==> src/hdl/usb_bufside_defines.svh <==
// Register offsets, field positions, reset values for the buffer-side and interrupt-enable block
`ifndef USB_BUFSIDE_DEFINES_SVH
`define USB_BUFSIDE_DEFINES_SVH
`define OFS_ENG_CTRL     8'h00
`define OFS_DMA_CTRL     8'h04
`define OFS_TRN_CNT      8'h08
`define OFS_INT_EN0      8'h30
`define OFS_INT_STAT0    8'h34
`define BIT_TOGGLE       15
`define BIT_ENG_CLEAR    14
`define BIT_ENG_BUSY     13
`define BIT_TRN_EN       0
`define IRQ_LSB          8
`define IRQ_MSB          15
`define RST_INT_EN0      16'h0000
`define RST_TRN_CNT      16'h0000
`endif

==> src/hdl/usb_bufside_pkg.sv <==
// Types shared by the buffer-side and interrupt-enable block
`default_nettype none
package usb_bufside_pkg;
   typedef struct packed
   {
      logic [7:0]  addr;
      logic        write;
      logic [31:0] wdata;
   } apb_req_s;
   typedef logic [7:0] irq_vec_t;
endpackage
`default_nettype wire

==> src/hdl/usb_bufside_regs.sv <==
// APB register slice: buffer handover, transaction counter, interrupt enables
//
// Operation
// Writing one to toggle hands the engine-side buffer to the CPU.
// Software sets NAK and sees busy at zero before toggling.
// Toggle acts only on receive-direction pipes.
// Writing one to engine clear empties the engine-side buffer.
// Software sets NAK and waits for busy zero before clearing.
// Engine clear acts only on send-direction pipes.
// Counter write programs DMA transactions; read returns a transaction count.
// Counter runs only when the pipe reads from buffer memory.
// Read gives running count if count enable is one, else programmed.
// Enable bit 13 gates the frame refresh interrupt.
// Enable bit 12 gates the device state interrupt.
// Enable bit 11 gates the control stage interrupt.
// Enable bit 9 gates the not-ready interrupt.
// Bits 15, 14, 10, 8 gate VBUS, resume, empty, ready; reset zero.
// An interrupt asserts only while its flag and enable are both set.
//
// Added by the designer: the APB register port.
`include "usb_bufside_defines.svh"
`default_nettype none
module usb_bufside_regs
(
   input  wire logic        I_REF_CLK,
   input  wire logic        I_RST_B,
   input  wire logic        I_PSEL,
   input  wire logic        I_PENABLE,
   input  wire logic        I_PWRITE,
   input  wire logic [7:0]  I_PADDR,
   input  wire logic [31:0] I_PWDATA,
   input  wire logic        I_PIPE_RX,
   input  wire logic        I_ENG_BUSY,
   input  wire logic        I_TRN_STEP,
   input  wire logic [7:0]  I_IRQ_EVT,
   output logic             O_PREADY,
   output logic             O_PSLVERR,
   output logic [31:0]      O_PRDATA,
   output logic             O_BUF_TOGGLE,
   output logic             O_ENG_CLEAR,
   output logic [7:0]       O_IRQ_SRC,
   output logic             O_IRQ
);

   ////////////////////////////////////////////////////////////////////////////
   // Bus decode

   usb_bufside_pkg::apb_req_s req;
   logic                      setup;
   logic                      wr_take;

   assign req       = '{addr: I_PADDR, write: I_PWRITE, wdata: I_PWDATA};
   assign setup     = I_PSEL & ~I_PENABLE;
   // Writes take effect only at the edge that completes the access phase
   assign wr_take   = I_PSEL & I_PENABLE & O_PREADY & req.write;

   function automatic logic hit(input logic [7:0] a);
      hit = (a == `OFS_ENG_CTRL) || (a == `OFS_DMA_CTRL) || (a == `OFS_TRN_CNT)
         || (a == `OFS_INT_EN0) || (a == `OFS_INT_STAT0);
   endfunction

   function automatic logic wr_at(input logic [7:0] a);
      wr_at = wr_take && (req.addr == a);
   endfunction

   ////////////////////////////////////////////////////////////////////////////
   // State

   logic        pready_r,  pready_nxt;
   logic        pslverr_r, pslverr_nxt;
   logic [31:0] prdata_r,  prdata_nxt;
   logic        toggle_r,  toggle_nxt;
   logic        clear_r,   clear_nxt;
   logic        trn_en_r,  trn_en_nxt;
   logic [15:0] trn_set_r, trn_set_nxt;
   logic [15:0] trn_run_r, trn_run_nxt;
   logic [15:0] int_en_r,  int_en_nxt;
   logic [7:0]  stat_r,    stat_nxt;
   logic [7:0]  src_r,     src_nxt;
   logic        irq_r,     irq_nxt;
   logic [15:0] trn_view;

   // Running count is only visible while counting is enabled
   assign trn_view = trn_en_r ? trn_run_r : trn_set_r;

   always_comb
   begin
      pready_nxt  = setup & ~pready_r;
      pslverr_nxt = setup & ~pready_r & ~hit(req.addr);
      prdata_nxt  = 32'h0000_0000;
      if (setup && !req.write)
      begin
         unique case (req.addr)
            `OFS_ENG_CTRL:  prdata_nxt[`BIT_ENG_BUSY] = I_ENG_BUSY;
            `OFS_DMA_CTRL:  prdata_nxt[`BIT_TRN_EN]   = trn_en_r;
            `OFS_TRN_CNT:   prdata_nxt[15:0]          = trn_view;
            `OFS_INT_EN0:   prdata_nxt[15:0]          = int_en_r;
            `OFS_INT_STAT0: prdata_nxt[`IRQ_MSB:`IRQ_LSB] = stat_r;
            default:        prdata_nxt = 32'h0000_0000;
         endcase
      end
   end

   always_comb
   begin
      // Handover strobes; the busy check before writing is software's job
      toggle_nxt = wr_at(`OFS_ENG_CTRL) && req.wdata[`BIT_TOGGLE]
         && I_PIPE_RX;
      clear_nxt  = wr_at(`OFS_ENG_CTRL) && req.wdata[`BIT_ENG_CLEAR]
         && !I_PIPE_RX;
   end

   always_comb
   begin
      trn_en_nxt = trn_en_r;
      if (wr_at(`OFS_DMA_CTRL))
      begin
         trn_en_nxt = req.wdata[`BIT_TRN_EN];
      end
      trn_set_nxt = trn_set_r;
      trn_run_nxt = trn_run_r;
      if (wr_at(`OFS_TRN_CNT))
      begin
         // Reprogramming restarts the run; a step in the same cycle is dropped
         trn_set_nxt = req.wdata[15:0];
         trn_run_nxt = 16'h0000;
      end
      else if (I_TRN_STEP && I_PIPE_RX && trn_en_r)
      begin
         trn_run_nxt = trn_run_r + 16'h0001;
      end
   end

   always_comb
   begin
      int_en_nxt = int_en_r;
      if (wr_at(`OFS_INT_EN0))
      begin
         int_en_nxt = req.wdata[15:0];
      end
      // Set wins over a write-one clear in the same cycle
      stat_nxt = stat_r;
      if (wr_at(`OFS_INT_STAT0))
      begin
         stat_nxt = stat_r & ~req.wdata[`IRQ_MSB:`IRQ_LSB];
      end
      stat_nxt = stat_nxt | I_IRQ_EVT;
      src_nxt  = stat_r & int_en_r[`IRQ_MSB:`IRQ_LSB];
      irq_nxt  = |src_nxt;
   end

   always_ff @(posedge I_REF_CLK or negedge I_RST_B)
   begin
      if (!I_RST_B)
      begin
         pready_r  <= 1'b0;
         pslverr_r <= 1'b0;
         prdata_r  <= 32'h0000_0000;
      end
      else
      begin
         pready_r  <= pready_nxt;
         pslverr_r <= pslverr_nxt;
         prdata_r  <= prdata_nxt;
      end
   end

   always_ff @(posedge I_REF_CLK or negedge I_RST_B)
   begin
      if (!I_RST_B)
      begin
         toggle_r  <= 1'b0;
         clear_r   <= 1'b0;
      end
      else
      begin
         toggle_r  <= toggle_nxt;
         clear_r   <= clear_nxt;
      end
   end

   always_ff @(posedge I_REF_CLK or negedge I_RST_B)
   begin
      if (!I_RST_B)
      begin
         trn_en_r  <= 1'b0;
         trn_set_r <= `RST_TRN_CNT;
         trn_run_r <= `RST_TRN_CNT;
      end
      else
      begin
         trn_en_r  <= trn_en_nxt;
         trn_set_r <= trn_set_nxt;
         trn_run_r <= trn_run_nxt;
      end
   end

   always_ff @(posedge I_REF_CLK or negedge I_RST_B)
   begin
      if (!I_RST_B)
      begin
         int_en_r  <= `RST_INT_EN0;
         stat_r    <= 8'h00;
         src_r     <= 8'h00;
         irq_r     <= 1'b0;
      end
      else
      begin
         int_en_r  <= int_en_nxt;
         stat_r    <= stat_nxt;
         src_r     <= src_nxt;
         irq_r     <= irq_nxt;
      end
   end

   assign O_PREADY     = pready_r;
   assign O_PSLVERR    = pslverr_r;
   assign O_PRDATA     = prdata_r;
   assign O_BUF_TOGGLE = toggle_r;
   assign O_ENG_CLEAR  = clear_r;
   assign O_IRQ_SRC    = src_r;
   assign O_IRQ        = irq_r;
endmodule
`default_nettype wire

==> config.mk <==
export PLATFORM = sky130hd
export DESIGN_NAME = usb_bufside_regs
export DESIGN_NICKNAME = d
export VERILOG_FILES = /design/src/hdl/usb_bufside_pkg.sv /design/src/hdl/usb_bufside_regs.sv
export VERILOG_INCLUDE_DIRS = /design/src /design/src/hdl
export SDC_FILE = /design/constraint.sdc
export NUM_CORES = 1
export LEC_CHECK = 0
export ABC_CLOCK_PERIOD_IN_PS = 1800
export BUFFER_PORTS_ARGS = -buffer_cell sky130_fd_sc_hd__buf_2
export CAP_MARGIN = 0
export CELL_PAD_IN_SITES_DETAIL_PLACEMENT = 0
export CELL_PAD_IN_SITES_GLOBAL_PLACEMENT = 2
export CORE_MARGIN = 1
export CORE_UTILIZATION = 30
export DETAILED_ROUTE_END_ITERATION = 16
export PLACE_DENSITY = 0.82
export SYNTH_ARGS = -nofsm -noshare
export SYNTH_HDL_FRONTEND = slang
export SYNTH_SLANG_ARGS = --single-unit
export TNS_END_PERCENT = 5
==> constraint.sdc <==
create_clock -name I_REF_CLK -period 1.8 [get_ports I_REF_CLK]
set_input_delay 0.18 -clock I_REF_CLK [delete_from_list [all_inputs] [get_ports I_REF_CLK]]
set_output_delay 0.18 -clock I_REF_CLK [all_outputs]
set_load 0.05 [all_outputs]
* Word level (Yosys, flattened, before mapping)
Cells that the tools add are included.
Storage, ports and cells: bits of input ports 56, register bits after elaboration 86, logic and storage cells 61, output and inout port bits 45
Cells by class: eq/ne operators 4, bitwise operators 13, $add $sub $neg 1, reduce and logical (&&, ||, !) cells 21, multiplexer cells 10
Operators by type and width (count):
- $mux 16 | 4
- $add 16x1->16 const B | 1
- $and 8x8->8 | 2
- $eq 8x6->1 const B | 2
- $pmux 5 s3 | 1
- $pmux 7 s2 | 1
- $logic_and 1x1->1 | 12
- $eq 8x3->1 const B | 1
- $eq 8x4->1 const B | 1
- $logic_not 8->1 | 1
- $mux 8 | 1
- $not 8->8 | 1
- $or 8x8->8 | 1
- $reduce_or 8->1 | 1
- $and 1x1->1 | 6
- $pmux 2 s3 | 1
- $logic_or 1x1->1 | 4
- $pmux 1 s4 | 1
- $not 1->1 | 3
- $pmux 1 s3 | 1
- $logic_not 1->1 | 2
- $reduce_bool 2->1 | 1

* Depth between registers and ports, before layout
depth in word-level cells 7, mapped depth 7, gate-level depth less buffers 5

* Least setup slack after synthesis
Ideal clock, no wire load.
path type register to register, start point reg pready_r, in the netlist O_PREADY, end point reg int_en_r[10], cell stages (with the launch flop) 5, slack -0.253 ns, arrival 1.929 ns, clock period less this slack 2.053 ns, setup time 0.125 ns, path through dfrtp_1 -> nand4_1 -> nor4_4 -> buf_6 -> mux2_2
On the way: word-level cells in the longest chain between the ends 3
Ends and longest elaborated chain:
- start: declaration | line usb_bufside_regs.sv:69 | logic pready_r, pready_nxt;
- start signal: assignment | line usb_bufside_regs.sv:162 | pready_r <= pready_nxt;
- $and 1x1->1 (2 in a row) | line usb_bufside_regs.sv:55 | assign wr_take = I_PSEL & I_PENABLE & O_PREADY & req.write;
- $logic_and 1x1->1 | line usb_bufside_regs.sv:63 | wr_at = wr_take && (req.addr == a);
- end signal: assignment | line usb_bufside_regs.sv:202 | int_en_r <= `RST_INT_EN0;
- end signal: assignment | line usb_bufside_regs.sv:209 | int_en_r <= int_en_nxt;
- end: declaration | line usb_bufside_regs.sv:77 | logic [15:0] int_en_r, int_en_nxt;
No other way between the ends. A chain may end at the register's enable or synchronous reset.

* Worst setup path in the final report
start point reg int_en_r[10], end point reg irq_r, in the netlist O_IRQ
On the way: word-level cells in the longest chain between the ends 2
Ends and longest elaborated chain:
- $and 8x8->8 | line usb_bufside_regs.sv:148 | src_nxt = stat_r & int_en_r[`IRQ_MSB:`IRQ_LSB];
- via src_nxt[2] | line usb_bufside_regs.sv:79 | logic [7:0] src_r, src_nxt;
- $reduce_or 8->1 | line usb_bufside_regs.sv:149 | irq_nxt = |src_nxt;
- via irq_nxt | line usb_bufside_regs.sv:80 | logic irq_r, irq_nxt;
- end signal: assignment | line usb_bufside_regs.sv:212 | irq_r <= irq_nxt;
- end: declaration | line usb_bufside_regs.sv:80
The timed path passes the listed nets, and every way through them passes these cells.

==> impl_metrics.env <==
export IMPL_p_leak_nw=2.40
export IMPL_period_needed_ns=1.73
export IMPL_p_per_area_nw_per_um2=812
export IMPL_crit_top_cell="or4_1"
export IMPL_grt_usage=0.139
export IMPL_pwr_share_seq=0.477
export IMPL_dp_slack_ns=0.0748
export IMPL_status="completed"
export IMPL_cts_root_buf="clkbuf_16"
export IMPL_setup_violations=0
export IMPL_fp_dieW_um=118
export IMPL_syn_area_sq_um=4040
export IMPL_grt_pass1_wl_um=15300
export IMPL_critical_path_arrival_ns=1.93
export IMPL_overflow=0
export IMPL_seq_area_frac_synth=0.533
export IMPL_core_rowCount=42
export IMPL_dr_total_vias=2957
export IMPL_async_reset_ff_frac=1.00
export IMPL_drt_iter0_drc=185
export IMPL_p_sw_mw=0.934
export IMPL_worstMarginPinSlew_ns=0.580
export IMPL_avgViaCountPerCell=4.53
export IMPL_dp_hpwl_um=6600
export IMPL_relSlewSlack=0.611
export IMPL_cts_buffers=9
export IMPL_critPathCaptureType="flip-flop"
export IMPL_clk_pin_slew_ns=0.06
export IMPL_grt_pass1_vias=3000
export IMPL_cts_max_level=3
export IMPL_clock_sinks=86
export IMPL_ys_ff_latch=86
export IMPL_ys_types=49
export IMPL_drive_above_1_share=0.323
export IMPL_crit_chain="and2_1 -> or4_1 -> or4_1"
export IMPL_final_setup_skew_ns=0.00457
export IMPL_hold_class="primary input to flip-flop"
export IMPL_finalCritPeriodShare=0.959
export IMPL_floorplan_die_height_um=118
export IMPL_fin_nets=529
export IMPL_critPathMaxStageDelay_ns=0.54
export IMPL_cap_violations=0
export IMPL_rsz0062_at_grt="true"
export IMPL_num_io_pins=101
export IMPL_path_max_fanout=3
export IMPL_antenna_left=0
export IMPL_postRouteWirelength_um=9070
export IMPL_r2r_setup_slack_ns=0.07
export IMPL_synthCells=375
export IMPL_die_area_sq_um=13900
export IMPL_vdd_drop_max_v=0.000451
export IMPL_clkPwrFrac=0.454
export IMPL_switching_share=0.227
export IMPL_cp_slowest_cell="or4_1"
export IMPL_yosysWarnings=0
export IMPL_startpoint_type="flip-flop"
export IMPL_power_internal_mw=3.18
export IMPL_cp_num_buf_inv=0
export IMPL_synthFlopType="dfrtp_1"
export IMPL_core_sq_um=13200
export IMPL_place_inst=636
export IMPL_placed_area_sq_um=4740
export IMPL_cp_top_family="simple AND/OR/NAND/NOR gates"
export IMPL_drv_slew=0
export IMPL_design_area_sq_um=5060
export IMPL_cts_tree="done"
export IMPL_fmax_ghz=0.579
export IMPL_antenna_found_initial=0
export IMPL_drc=0
export IMPL_clk_latency_ns=0.34
export IMPL_start_util=0.306
export IMPL_avgSynthCellArea_sq_um=10.8
export IMPL_area_growth_pct=25.3
export IMPL_finalHoldViolCount=0
export IMPL_firstDrtPassIters=4
export IMPL_fin_ws_ns=0.0744
export IMPL_wire_per_inst_um=13.9
export IMPL_crit_type="flip-flop to flip-flop"
export IMPL_port_buffers=68
export IMPL_cts_buffer_depth=2
export IMPL_cp_required_ns=2.00
export IMPL_synth_edf_count=0
export IMPL_num_antenna_cells=0
export IMPL_p_comb_frac=0.070
export IMPL_grt_max_degree=87
export IMPL_gpl_final_weighted_congestion=0.794
export IMPL_final_cells=653
cell type report:
| class | instances | area (sq um) |
|---|---|---|
| timing repair buffer | 103 | 633 |
| clock buffer | 12 | 256 |
| clock inverter | 4 | 45.0 |
| sequential | 86 | 2150 |
| multi-input combinational | 267 | 1730 |
| fill | 1329 | 8130 |
| inverter | 5 | 18.8 |
| tap | 176 | 220 |
power by group through the flow:
stage | clock network [mW] | registers, mW | logic, mW
6_report | 1.86 | 1.96 | 0.286
5_1_grt | 2.00 | 1.96 | 0.316
4_1_cts | 1.93 | 1.96 | 0.291
3_5_place_dp | 0 | 1.99 | 0.289
3_3_place_gp | 0 | 1.99 | 0.286
2_1_floorplan | 0 | 2.01 | 0.163
placed cells by master (no fill, tap or decap), types with 6 or more instances in the layout:
master     Yosys  layout
a21o_1         8       8
xnor2_1        8       8
mux2i_1       17      17
nor3_1         6       6
buf_2          8      67
buf_4         16      33
clkbuf_16      0       9
nand2_1       65      65
nor4_1         7       6
nor2_1        34      34
a2bb2oi_1     14      14
nand4_1        7       7
conb_1         1      16
dfrtp_1       86      85
and2_1         9       9
mux2_2        25      25
metrics by stage:
step / hold WS, ns / TNS [ns] / util / total power [mW]
4_1_cts: 0.0131 / 0 / 0.383 / 4.18
3_5_place_dp: 0.255 / 0 / 0.359 / 2.28
6_report: 0.0244 / 0 / 0.384 / 4.11
2_1_floorplan: -0.116 / -0.589 / - / 2.17
3_3_place_gp: 0.256 / 0 / 0.359 / 2.28
5_1_grt: 0.0186 / -0.0501 / 0.384 / 4.28
Yosys cell counts (all sizes together), types with 2 or more instances:
master | n | share of area
dfrtp | 86 | 0.53
nand2 | 65 | 0.060
nor2 | 34 | 0.032
buf | 26 | 0.043
mux2 | 25 | 0.070
mux2i | 17 | 0.042
a2bb2oi | 14 | 0.030
and2 | 9 | 0.014
nand4 | 9 | 0.019
nor4 | 9 | 0.021
a21o | 8 | 0.015
xnor2 | 8 | 0.017
nor3 | 7 | 0.0099
clkbuf | 6 | 0.0056
a21oi | 5 | 0.0062
inv | 5 | 0.0046
nand3 | 5 | 0.0062
o21ai | 5 | 0.0062
or4 | 5 | 0.010
and4 | 3 | 0.0065
xor2 | 3 | 0.0065
a22oi | 2 | 0.0037
or2 | 2 | 0.0031
or3 | 2 | 0.0034
routing by layer:
layer  part of all wire  routed length [um]  up-vias  GRT usage
met5                  0                   0        -          0
met4              0.014                 125        0     0.0505
met3              0.043                 387       12     0.0334
met2               0.47                4250       63      0.225
met1               0.47                4300     1417      0.181
li1                   -                   -     1465          -
cells by family after synthesis:
kind of cell    after synthesis  share of synthesized area
simple gates                160                      0.206
flops                        86                      0.533
fa+ha+maj                     1                    0.00310
other cells                   1                   0.000929
xor+xnor                     11                     0.0239
compound gates               37                     0.0672
mux                          42                      0.112
buf+inv                      37                     0.0536
final timing paths:
kind	startpoint	endpoint	cells after the start
max	int_en_r[10]	O_IRQ	3
min	I_IRQ_EVT[1]	stat_r[1]	2
max reg2reg	int_en_r[10]	O_IRQ	3
min reg2reg	trn_set_r[8]	trn_set_r[8]	2
max in group asynchronous	I_RST_B	O_PREADY	3
min in group asynchronous	I_RST_B	O_IRQ_SRC[1]	3
sequential cells by signal, summed over array words and instances (netlist names):
register      cells
stat_r            8
int_en_r         16
O_ENG_CLEAR       1
trn_run_r        16
O_PSLVERR         1
trn_en_r          1
O_IRQ_SRC         8
trn_set_r        16
O_PREADY          1
O_IRQ             1
O_BUF_TOGGLE      1
O_PRDATA         16
what timing repair did:
action / 4_1_cts / 5_1_grt
setup buffers: 0 / 0
hold buffers: 1 / 0
setup endpoints to repair: 0 / 2
hold endpoints to repair: 86 / 0
gates resized for setup: 0 / 1
No activity file was read; power rests on OpenSTA's default activity.
